**src/hdl/scsi_irq_pkg.sv**
```systemverilog
// Register map, field positions and reset values of the SCSI interrupt status block
package scsi_irq_pkg;
    localparam int          ADDR_W          = 8;
    localparam int          DATA_W          = 8;
    localparam logic [7:0]  ADDR_MASK_0     = 8'h40;
    localparam logic [7:0]  ADDR_MASK_1     = 8'h41;
    localparam logic [7:0]  ADDR_STATUS_0   = 8'h42;
    localparam logic [7:0]  ADDR_STATUS_1   = 8'h43;
    localparam logic [7:0]  ADDR_CONTROL    = 8'h50;
    localparam logic [7:0]  MASK_0_RESET    = 8'h00;
    localparam logic [2:0]  MASK_1_RESET    = 3'h0;
    localparam logic [7:0]  CONTROL_RESET   = 8'h00;
    localparam logic [7:0]  READ_UNMAPPED   = 8'h00;
    // Status 0 bit positions
    localparam int          ST0_MISMATCH    = 7;
    localparam int          ST0_COMPLETE    = 6;
    localparam int          ST0_SELECTED    = 5;
    localparam int          ST0_RESELECTED  = 4;
    localparam int          ST0_GROSS       = 3;
    localparam int          ST0_DISCONNECT  = 2;
    localparam int          ST0_BUS_RESET   = 1;
    localparam int          ST0_PARITY      = 0;
    // Status 1 bit positions
    localparam int          ST1_SEL_TIMEOUT = 2;
    localparam int          ST1_GEN_TIMER   = 1;
    localparam int          ST1_HANDSHAKE   = 0;
    localparam int          ST1_WIDTH       = 3;
    // Control register fields
    localparam int          CTL_PARITY_EN   = 3;
    localparam int          CTL_SEL_RESP_EN = 5;
    localparam int          CTL_RSL_RESP_EN = 4;
    localparam int          CTL_LOW_LEVEL   = 0;
    localparam int          CTL_TARGET      = 1;
endpackage : scsi_irq_pkg

```
**src/hdl/scsi_interrupt_status_mask.sv**
```systemverilog
// SCSI interrupt status, mask and interrupt request logic
//
// Summary of operation
// - Mask register one holds timeout, general and handshake enables; clear masks; resets zero.
// - Reading status zero returns all latched conditions regardless of enables.
// - Reading status zero clears only bits shown; later events stay pending.
// - Bit 7: initiator phase mismatch on request, or target sees attention.
// - Bit 6: arbitration-only or arbitration-and-selection sequence finished.
// - Bits 5,4: selected/reselected only with response enable and own ID match.
// - Bit 3 gross error: FIFO underflow or overflow.
// - Gross error also for target offset underflow, offset overflow, initiator phase change, residual data.
// - Bit 2: initiator unexpected disconnect; any disconnect in low-level mode.
// - Disconnect bit also set on selection timeout.
// - Bit 1: edge-detected bus reset, one interrupt per assertion.
// - Bit 0: receive parity error, only with parity checking enabled.
// - Parity always generated on sent data.
// - Status one bit 2: selection or reselection timeout.
// - Status one bit 1: general-purpose timer expired.
// - Status one bit 0: handshake timer expired.
// - Reading status one clears and returns it regardless of enables.
// - Interrupt request holds until status read; masking does not drop it.
//
// Decided for this implementation: the plain strobed port.
`timescale 1ns/1ps
module scsi_interrupt_status_mask
    import scsi_irq_pkg::*;
#(
    parameter int ID_W = 4                                  // Bus ID width
) (
    input  wire logic                        i_sys_clk,          // Clock, 25 MHz
    input  wire logic                        i_rst,              // Async reset, active high
    input  wire logic [scsi_irq_pkg::ADDR_W-1:0] i_addr,         // Register address
    input  wire logic [scsi_irq_pkg::DATA_W-1:0] i_wdata,        // Write data
    input  wire logic                        i_wr,               // Write strobe
    input  wire logic                        i_rd,               // Read strobe
    output logic      [scsi_irq_pkg::DATA_W-1:0] o_rdata,        // Read data, cycle after strobe
    output logic                             o_irq,              // Interrupt request, active high
    input  wire logic [ID_W-1:0]             i_own_id,           // Own bus ID
    input  wire logic [ID_W-1:0]             i_response_id,      // ID held in response ID reg
    input  wire logic                        i_phase_req,        // Request seen, initiator
    input  wire logic                        i_phase_match,      // Bus phase equals expected
    input  wire logic                        i_atn,              // Attention level, target
    input  wire logic                        i_arb_done,         // Arbitration sequence done
    input  wire logic                        i_sel_seen,         // Selection by another device
    input  wire logic                        i_rsl_seen,         // Reselection by another device
    input  wire logic                        i_fifo_underflow,   // FIFO read while empty
    input  wire logic                        i_fifo_overflow,    // FIFO overwritten
    input  wire logic                        i_offset_underflow, // Ack with zero offset
    input  wire logic                        i_offset_overflow,  // Max offset exceeded
    input  wire logic                        i_phase_chg_offset, // Phase change, offset open
    input  wire logic                        i_residual_start,   // Start with residual data
    input  wire logic                        i_disconnect,       // Target left the bus
    input  wire logic                        i_disc_expected,    // Disconnect was expected
    input  wire logic                        i_bus_reset,        // Reset line level
    input  wire logic                        i_rx_strobe,        // Received data byte valid
    input  wire logic [7:0]                  i_rx_data,          // Received data byte
    input  wire logic                        i_rx_parity,        // Received odd parity bit
    input  wire logic [7:0]                  i_tx_data,          // Data byte to send
    output logic                             o_tx_parity,        // Generated odd parity bit
    input  wire logic                        i_sel_timeout,      // Selection timer expired
    input  wire logic                        i_gen_timeout,      // General timer expired
    input  wire logic                        i_hs_timeout        // Handshake timer expired
);
    import scsi_irq_pkg::*;

    // Elaboration-time guard; the ID compare is built for 1 to 8 bits
    if (ID_W < 1 || ID_W > 8) begin : g_id_w_check
        $error("ID_W out of range");
    end

    logic [7:0]           mask0_reg;
    logic [ST1_WIDTH-1:0] mask1_reg;
    logic [7:0]           ctl_reg;
    logic [7:0]           stat0_reg;
    logic [7:0]           stat0_next;
    logic [ST1_WIDTH-1:0] stat1_reg;
    logic [ST1_WIDTH-1:0] stat1_next;
    logic                 bus_reset_reg;
    logic [7:0]           ev0;
    logic [ST1_WIDTH-1:0] ev1;
    logic                 rd0;
    logic                 rd1;
    logic                 initiator;
    logic                 id_match;

    function automatic logic odd_parity(input logic [7:0] d);
        odd_parity = ~(^d);
    endfunction : odd_parity

    assign rd0       = i_rd && (i_addr == ADDR_STATUS_0);
    assign rd1       = i_rd && (i_addr == ADDR_STATUS_1);
    assign initiator = ~ctl_reg[CTL_TARGET];
    assign id_match  = (i_response_id == i_own_id);

    always_comb begin
        ev0 = 8'h00;
        ev0[ST0_MISMATCH]   = (initiator && i_phase_req && !i_phase_match)
                            || (!initiator && i_atn);
        ev0[ST0_COMPLETE]   = i_arb_done;
        ev0[ST0_SELECTED]   = i_sel_seen && ctl_reg[CTL_SEL_RESP_EN] && id_match;
        ev0[ST0_RESELECTED] = i_rsl_seen && ctl_reg[CTL_RSL_RESP_EN] && id_match;
        ev0[ST0_GROSS]      = i_fifo_underflow || i_fifo_overflow
                            || (!initiator && i_offset_underflow) || i_offset_overflow
                            || (initiator && i_phase_chg_offset) || i_residual_start;
        ev0[ST0_DISCONNECT] = (i_disconnect && (ctl_reg[CTL_LOW_LEVEL]
                            || (initiator && !i_disc_expected)))
                            || i_sel_timeout;
        ev0[ST0_BUS_RESET]  = i_bus_reset && !bus_reset_reg;
        ev0[ST0_PARITY]     = i_rx_strobe && ctl_reg[CTL_PARITY_EN]
                            && (odd_parity(i_rx_data) != i_rx_parity);
        ev1 = '0;
        ev1[ST1_SEL_TIMEOUT] = i_sel_timeout;
        ev1[ST1_GEN_TIMER]   = i_gen_timeout;
        ev1[ST1_HANDSHAKE]   = i_hs_timeout;
    end

    // New events win over the read clear, so a stacked condition survives
    assign stat0_next = (rd0 ? 8'h00 : stat0_reg) | ev0;
    assign stat1_next = (rd1 ? '0 : stat1_reg) | ev1;

    always_ff @(posedge i_sys_clk or posedge i_rst) begin
        if (i_rst) begin
            stat0_reg <= 8'h00;
            stat1_reg <= '0;
        end else begin
            stat0_reg <= stat0_next;
            stat1_reg <= stat1_next;
        end
    end

    always_ff @(posedge i_sys_clk or posedge i_rst) begin
        if (i_rst) begin
            bus_reset_reg <= 1'b0;
        end else begin
            bus_reset_reg <= i_bus_reset;
        end
    end

    always_ff @(posedge i_sys_clk or posedge i_rst) begin
        if (i_rst) begin
            mask0_reg <= MASK_0_RESET;
            mask1_reg <= MASK_1_RESET;
            ctl_reg   <= CONTROL_RESET;
        end else if (i_wr) begin
            case (i_addr)
                ADDR_MASK_0: mask0_reg <= i_wdata;
                ADDR_MASK_1: mask1_reg <= i_wdata[ST1_WIDTH-1:0];
                ADDR_CONTROL: ctl_reg  <= i_wdata;
                default: ;
            endcase
        end
    end

    always_ff @(posedge i_sys_clk or posedge i_rst) begin
        if (i_rst) begin
            o_rdata <= READ_UNMAPPED;
        end else if (i_rd) begin
            case (i_addr)
                ADDR_MASK_0:   o_rdata <= mask0_reg;
                ADDR_MASK_1:   o_rdata <= {5'h00, mask1_reg};
                ADDR_STATUS_0: o_rdata <= stat0_reg;
                ADDR_STATUS_1: o_rdata <= {5'h00, stat1_reg};
                ADDR_CONTROL:  o_rdata <= ctl_reg;
                default:       o_rdata <= READ_UNMAPPED;
            endcase
        end else begin
            o_rdata <= READ_UNMAPPED;
        end
    end

    // Latched: only a status read drops it; a later mask write cannot
    always_ff @(posedge i_sys_clk or posedge i_rst) begin
        if (i_rst) begin
            o_irq <= 1'b0;
        end else if (|(stat0_next & mask0_reg) || |(stat1_next & mask1_reg)) begin
            o_irq <= 1'b1;
        end else if (rd0 || rd1) begin
            o_irq <= 1'b0;
        end
    end

    always_ff @(posedge i_sys_clk or posedge i_rst) begin
        if (i_rst) begin
            o_tx_parity <= 1'b1;
        end else begin
            o_tx_parity <= odd_parity(i_tx_data);
        end
    end
endmodule : scsi_interrupt_status_mask

```
**config.mk**
```make
export PLATFORM = sky130hd
export DESIGN_NAME = scsi_interrupt_status_mask
export DESIGN_NICKNAME = d
export VERILOG_FILES = /design/src/hdl/scsi_irq_pkg.sv /design/src/hdl/scsi_interrupt_status_mask.sv
export SDC_FILE = /design/constraint.sdc
export NUM_CORES = 1
export LEC_CHECK = 0
export BUFFER_PORTS_ARGS = -buffer_cell sky130_fd_sc_hd__buf_2
export CAP_MARGIN = 5
export CORE_MARGIN = 4
export CORE_UTILIZATION = 45
export DETAILED_ROUTE_END_ITERATION = 10
export PLACE_DENSITY = 0.82
export SLEW_MARGIN = 15
export SYNTH_ARGS = -nofsm -noshare
export SYNTH_HDL_FRONTEND = slang
export SYNTH_SLANG_ARGS = --single-unit
```
**constraint.sdc**
```tcl
create_clock -name i_sys_clk -period 1.5 [get_ports i_sys_clk]
set_input_delay 0.15 -clock i_sys_clk [delete_from_list [all_inputs] [get_ports i_sys_clk]]
set_output_delay 0.15 -clock i_sys_clk [all_outputs]
set_load 0.01 [all_outputs]
```
==> reports/results.md <==
| Parameter | Value | Unit |
|---|---|---|
| Via count | 1811 | - |
| Hold crit path type | in -> reg | - |
| Violated checks | negative setup slack | - |
| Max stage delay cell, worst path | dfrtp_2 | - |
| Library cell appearing most often on the critical path | a221o_1 | - |
| Final instance count without filler cells | 317 | - |
| Net switching power figure | 0.6008 | mW |
| Total negative slack | -180.0 | ps |
| Count of endpoints failing hold in the final timing report | 0 | - |
| Top cells by area in the synthesized netlist | dfrtp_1 (48%), mux2_2 (5.9%), mux2_4 (5.8%) | - |
| Initial DRT Pass Iterations | 5 | - |
| Area added between synthesis and finish | 35.40 | % |
| Comb power frac | 15.2 | % |
| Critical path launch point type | flop | - |
| Overall power of the completed layout | 2.527 | mW |
| Clock tree root driver cell | clkbuf_8 | - |
| Clock insertion delay at the later pin of the skew report | 300 | ps |
| Core outline area | 4414 | µm² |
| Most common flop cell mapped by yosys | dfrtp_1 | - |
| # Max-Cap Violations | 0 | - |
| Data required time at the worst endpoint | 1690 | ps |
| Worst-Margin Slew | 511.1 | ps |
| Slew Viols, Final | 0 | - |
| Largest fanout of any net on the critical path | 6 | - |
| Final setup violating endpoints | 1 | - |
| First-pass GRT wire length | 8.652 | mm |
| Post-synthesis instance area | 2082 | µm² |
| Synthesized net count | 227 | - |
| Half-perimeter wire length after placement | 4.119 | mm |
| Flip-flop and latch count after synthesis | 41 | - |
| Fraction of power consumed by the clock network | 36.9 | % |
| Worst-case clock buffer depth | 2 | - |
| Largest net degree at the start of global routing | 42 | - |
| Number of buffers inserted during clock tree synthesis | 5 | - |
| WL/cell | 17.01 | µm |
| Fraction of the yosys area taken by sequential cells | 49.34 | % |
| Power per cell area | 896.4 | nW/µm² |
| Peak per-stage delay on the critical path | 460 | ps |
| Layout cell share with drive strength beyond 1 | 50.57 | % |
| Run status | finished with violations | - |
| Count of synthesis-stage warnings from yosys | 0 | - |
| Number of global-route vias before repair | 1927 | - |
| Die height | 76.02 | µm |
| Multi-input logic area | 1047 | µm² |
| FF+latch area | 1028 | µm² |
| Count of flip-flops with a built-in enable after synthesis | 0 | - |
| Final Util | 63.86 | % |
| Synthesized area per cell | 12.77 | µm² |
| Count of H-tree levels built during CTS | 2 | - |
| Buffers inserted by post-CTS timing repair | 0 | - |
| Length in cells of the worst reg-to-reg path | 4 | - |
| Internal Power | 1.926 | mW |
| Largest clock skew in the final design | 7.721 | ps |
| Post-route design area | 2819 | µm² |
| Layout filler cell count | 350 | - |
| Sequential share of power | 47.8 | % |
| PnR worst setup slack | -180.0 | ps |
| Total routed wirelength | 5.391 | mm |
| Total Nets Final | 328 | - |
| Die Width | 76.02 | µm |
| Fmax | 0.5952 | GHz |
| Diodes inserted | 0 | - |
| Cells along the critical path | a221o_1 -> a21o_1 -> a221o_1 -> a2111o_1 | - |
| Post-route antenna net violation count | 0 | - |
| Number of library cell types mapped by synthesis | 38 | - |
| Number of instances in the synthesized netlist | 163 | - |
| Dpl cell area | 2673 | µm² |
| Die Area | 5779 | µm² |
| TritonCTS clock tree | built | - |
| Tmin final | 1680 | ps |
| Final worst-path cycle share | 112.0 | % |
| Final weighted congestion in routability-driven placement | 0.8314 | - |
| Arrival @ worst endpoint | 1870 | ps |
| Largest delay contributor family on the critical path | compound AO/OA/AOI/OAI gates | - |
| CP bufs+invs | 0 | - |
| Tightest slew margin relative to the limit | 65.70 | % |
| Net switching share of the total power | 23.78 | % |
| Residual overflow from global routing | 0 | - |
| Path type of the worst setup path | reg -> reg | - |
| Remaining routing DRC violations | 0 | - |
| Post-Place Cells | 307 | - |
| Detailed-route vias per instance | 5.713 | - |
| Cell accounting for the most synthesized area | dfrtp_1 | - |
| GR Util All Layers | 18.66 | % |
| Peak ir drop on the vdd network | 407.4 | µV |
| Sink Count | 41 | - |
| Top-area cell type share of the netlist area | 48.08 | % |
| Initial antenna violation count | 0 | - |
| Worst setup EP type | flop | - |
| Async S/R FF share, synth | 100.0 | % |
| Unrepaired setup endpoints after global routing | true | - |
| Post-CTS clock slew at the launch and capture registers of the worst setup and hold paths | 80 | ps |
| Number of cells on the critical path | 4 | - |
| Number of cell rows | 24 | - |
| Starting density of the core | 47.17 | % |
| Number of top-level pins | 74 | - |
| DRC marker count from the first detailed-route iteration | 249 | - |
| Number of input and output port buffers inserted | 73 | - |
| Hold path cells | 2 | - |
| Static leakage power | 1.400 | nW |
kinds of logic (layout without fill, tap and decap cells):
group,count (synthesis),after routing,share of synthesized area (%)
compound gates,38,38,14.84
xor+xnor,18,18,8.233
buf+inv,5,107,1.262
flops,41,41,49.34
mux,23,23,13.64
simple gates,38,38,12.68
routing by layer:
metal	wire [µm]	vias up	GRT usage, %
met3	547	10	5.437
met2	2646	111	30.48
met5	0	-	0
met1	2076	865	22.05
met4	121	0	9.786
li1	-	825	-
power by group through the flow:
stage | clock network [mW] | logic [mW] | registers [mW]
2_1_floorplan | 0 | 0.202 | 1.22
3_3_place_gp | 0 | 0.368 | 1.22
3_5_place_dp | 0 | 0.382 | 1.23
4_1_cts | 0.939 | 0.388 | 1.21
5_1_grt | 0.980 | 0.422 | 1.21
6_report | 0.933 | 0.385 | 1.21
worst paths after layout:
kind                            slack (ps)          from      endpoint
worst max register to register        -180    ctl_reg[1]         o_irq
worst min register to register         510  stat1_reg[2]  stat1_reg[2]
max in group asynchronous              610         i_rst    ctl_reg[1]
min in group asynchronous              500         i_rst    o_rdata[3]
worst min-delay path                    50  i_hs_timeout  stat1_reg[0]
worst max-delay path                  -180    ctl_reg[1]         o_irq
cell usage after synthesis (2+ instances only):
cell	number
dfrtp_1	40
mux2_2	11
xnor2_1	11
a21o_1	9
a222oi_1	9
nor2_1	9
mux2_4	8
nand3_1	8
xor2_1	6
a22oi_1	5
o21ai_0	5
mux2i_1	4
nand2_1	4
a221o_1	2
a22o_1	2
a32o_1	2
and3b_1	2
buf_4	2
inv_1	2
nand2_2	2
nor3_4	2
nor4_1	2
cell usage in the layout (no fill, tap or decap), types with 6 or more instances in the layout:
master | netlist | layout
a21o_1 | 9 | 9
a222oi_1 | 9 | 9
mux2_2 | 11 | 11
buf_4 | 2 | 21
nor2_1 | 9 | 9
dfrtp_1 | 40 | 39
mux2_4 | 8 | 8
xor2_1 | 6 | 6
buf_2 | 0 | 73
xnor2_1 | 11 | 11
nand3_1 | 8 | 8
clkbuf_8 | 0 | 6
stage by stage:
stage               setup WS, ps  hold slack [ps]
floorplan                 -62.94            181.4
global placement          -214.6            279.4
detailed placement        -244.6            281.7
CTS                       -140.7            51.40
global route              -213.0            50.55
finish                    -180.0            47.80
final cells by class:
type | instances | share of cell area, %
clock inverter | 1 | 1.065
multi-input combinational | 117 | 37.15
sequential | 41 | 36.48
clock buffer | 7 | 3.063
inverter | 2 | 0.2663
tap | 52 | 2.308
timing repair buffer | 97 | 19.66
timing repair:
| item | in CTS | in global routing |
|---|---|---|
| hold buffers | 2 | 0 |
| setup endpoints to repair | 1 | 1 |
| cloned | 0 | 0 |
| resized for setup | 1 | 2 |
| hold endpoints to repair | 41 | 0 |
No activity file was read; power rests on OpenSTA's default activity.
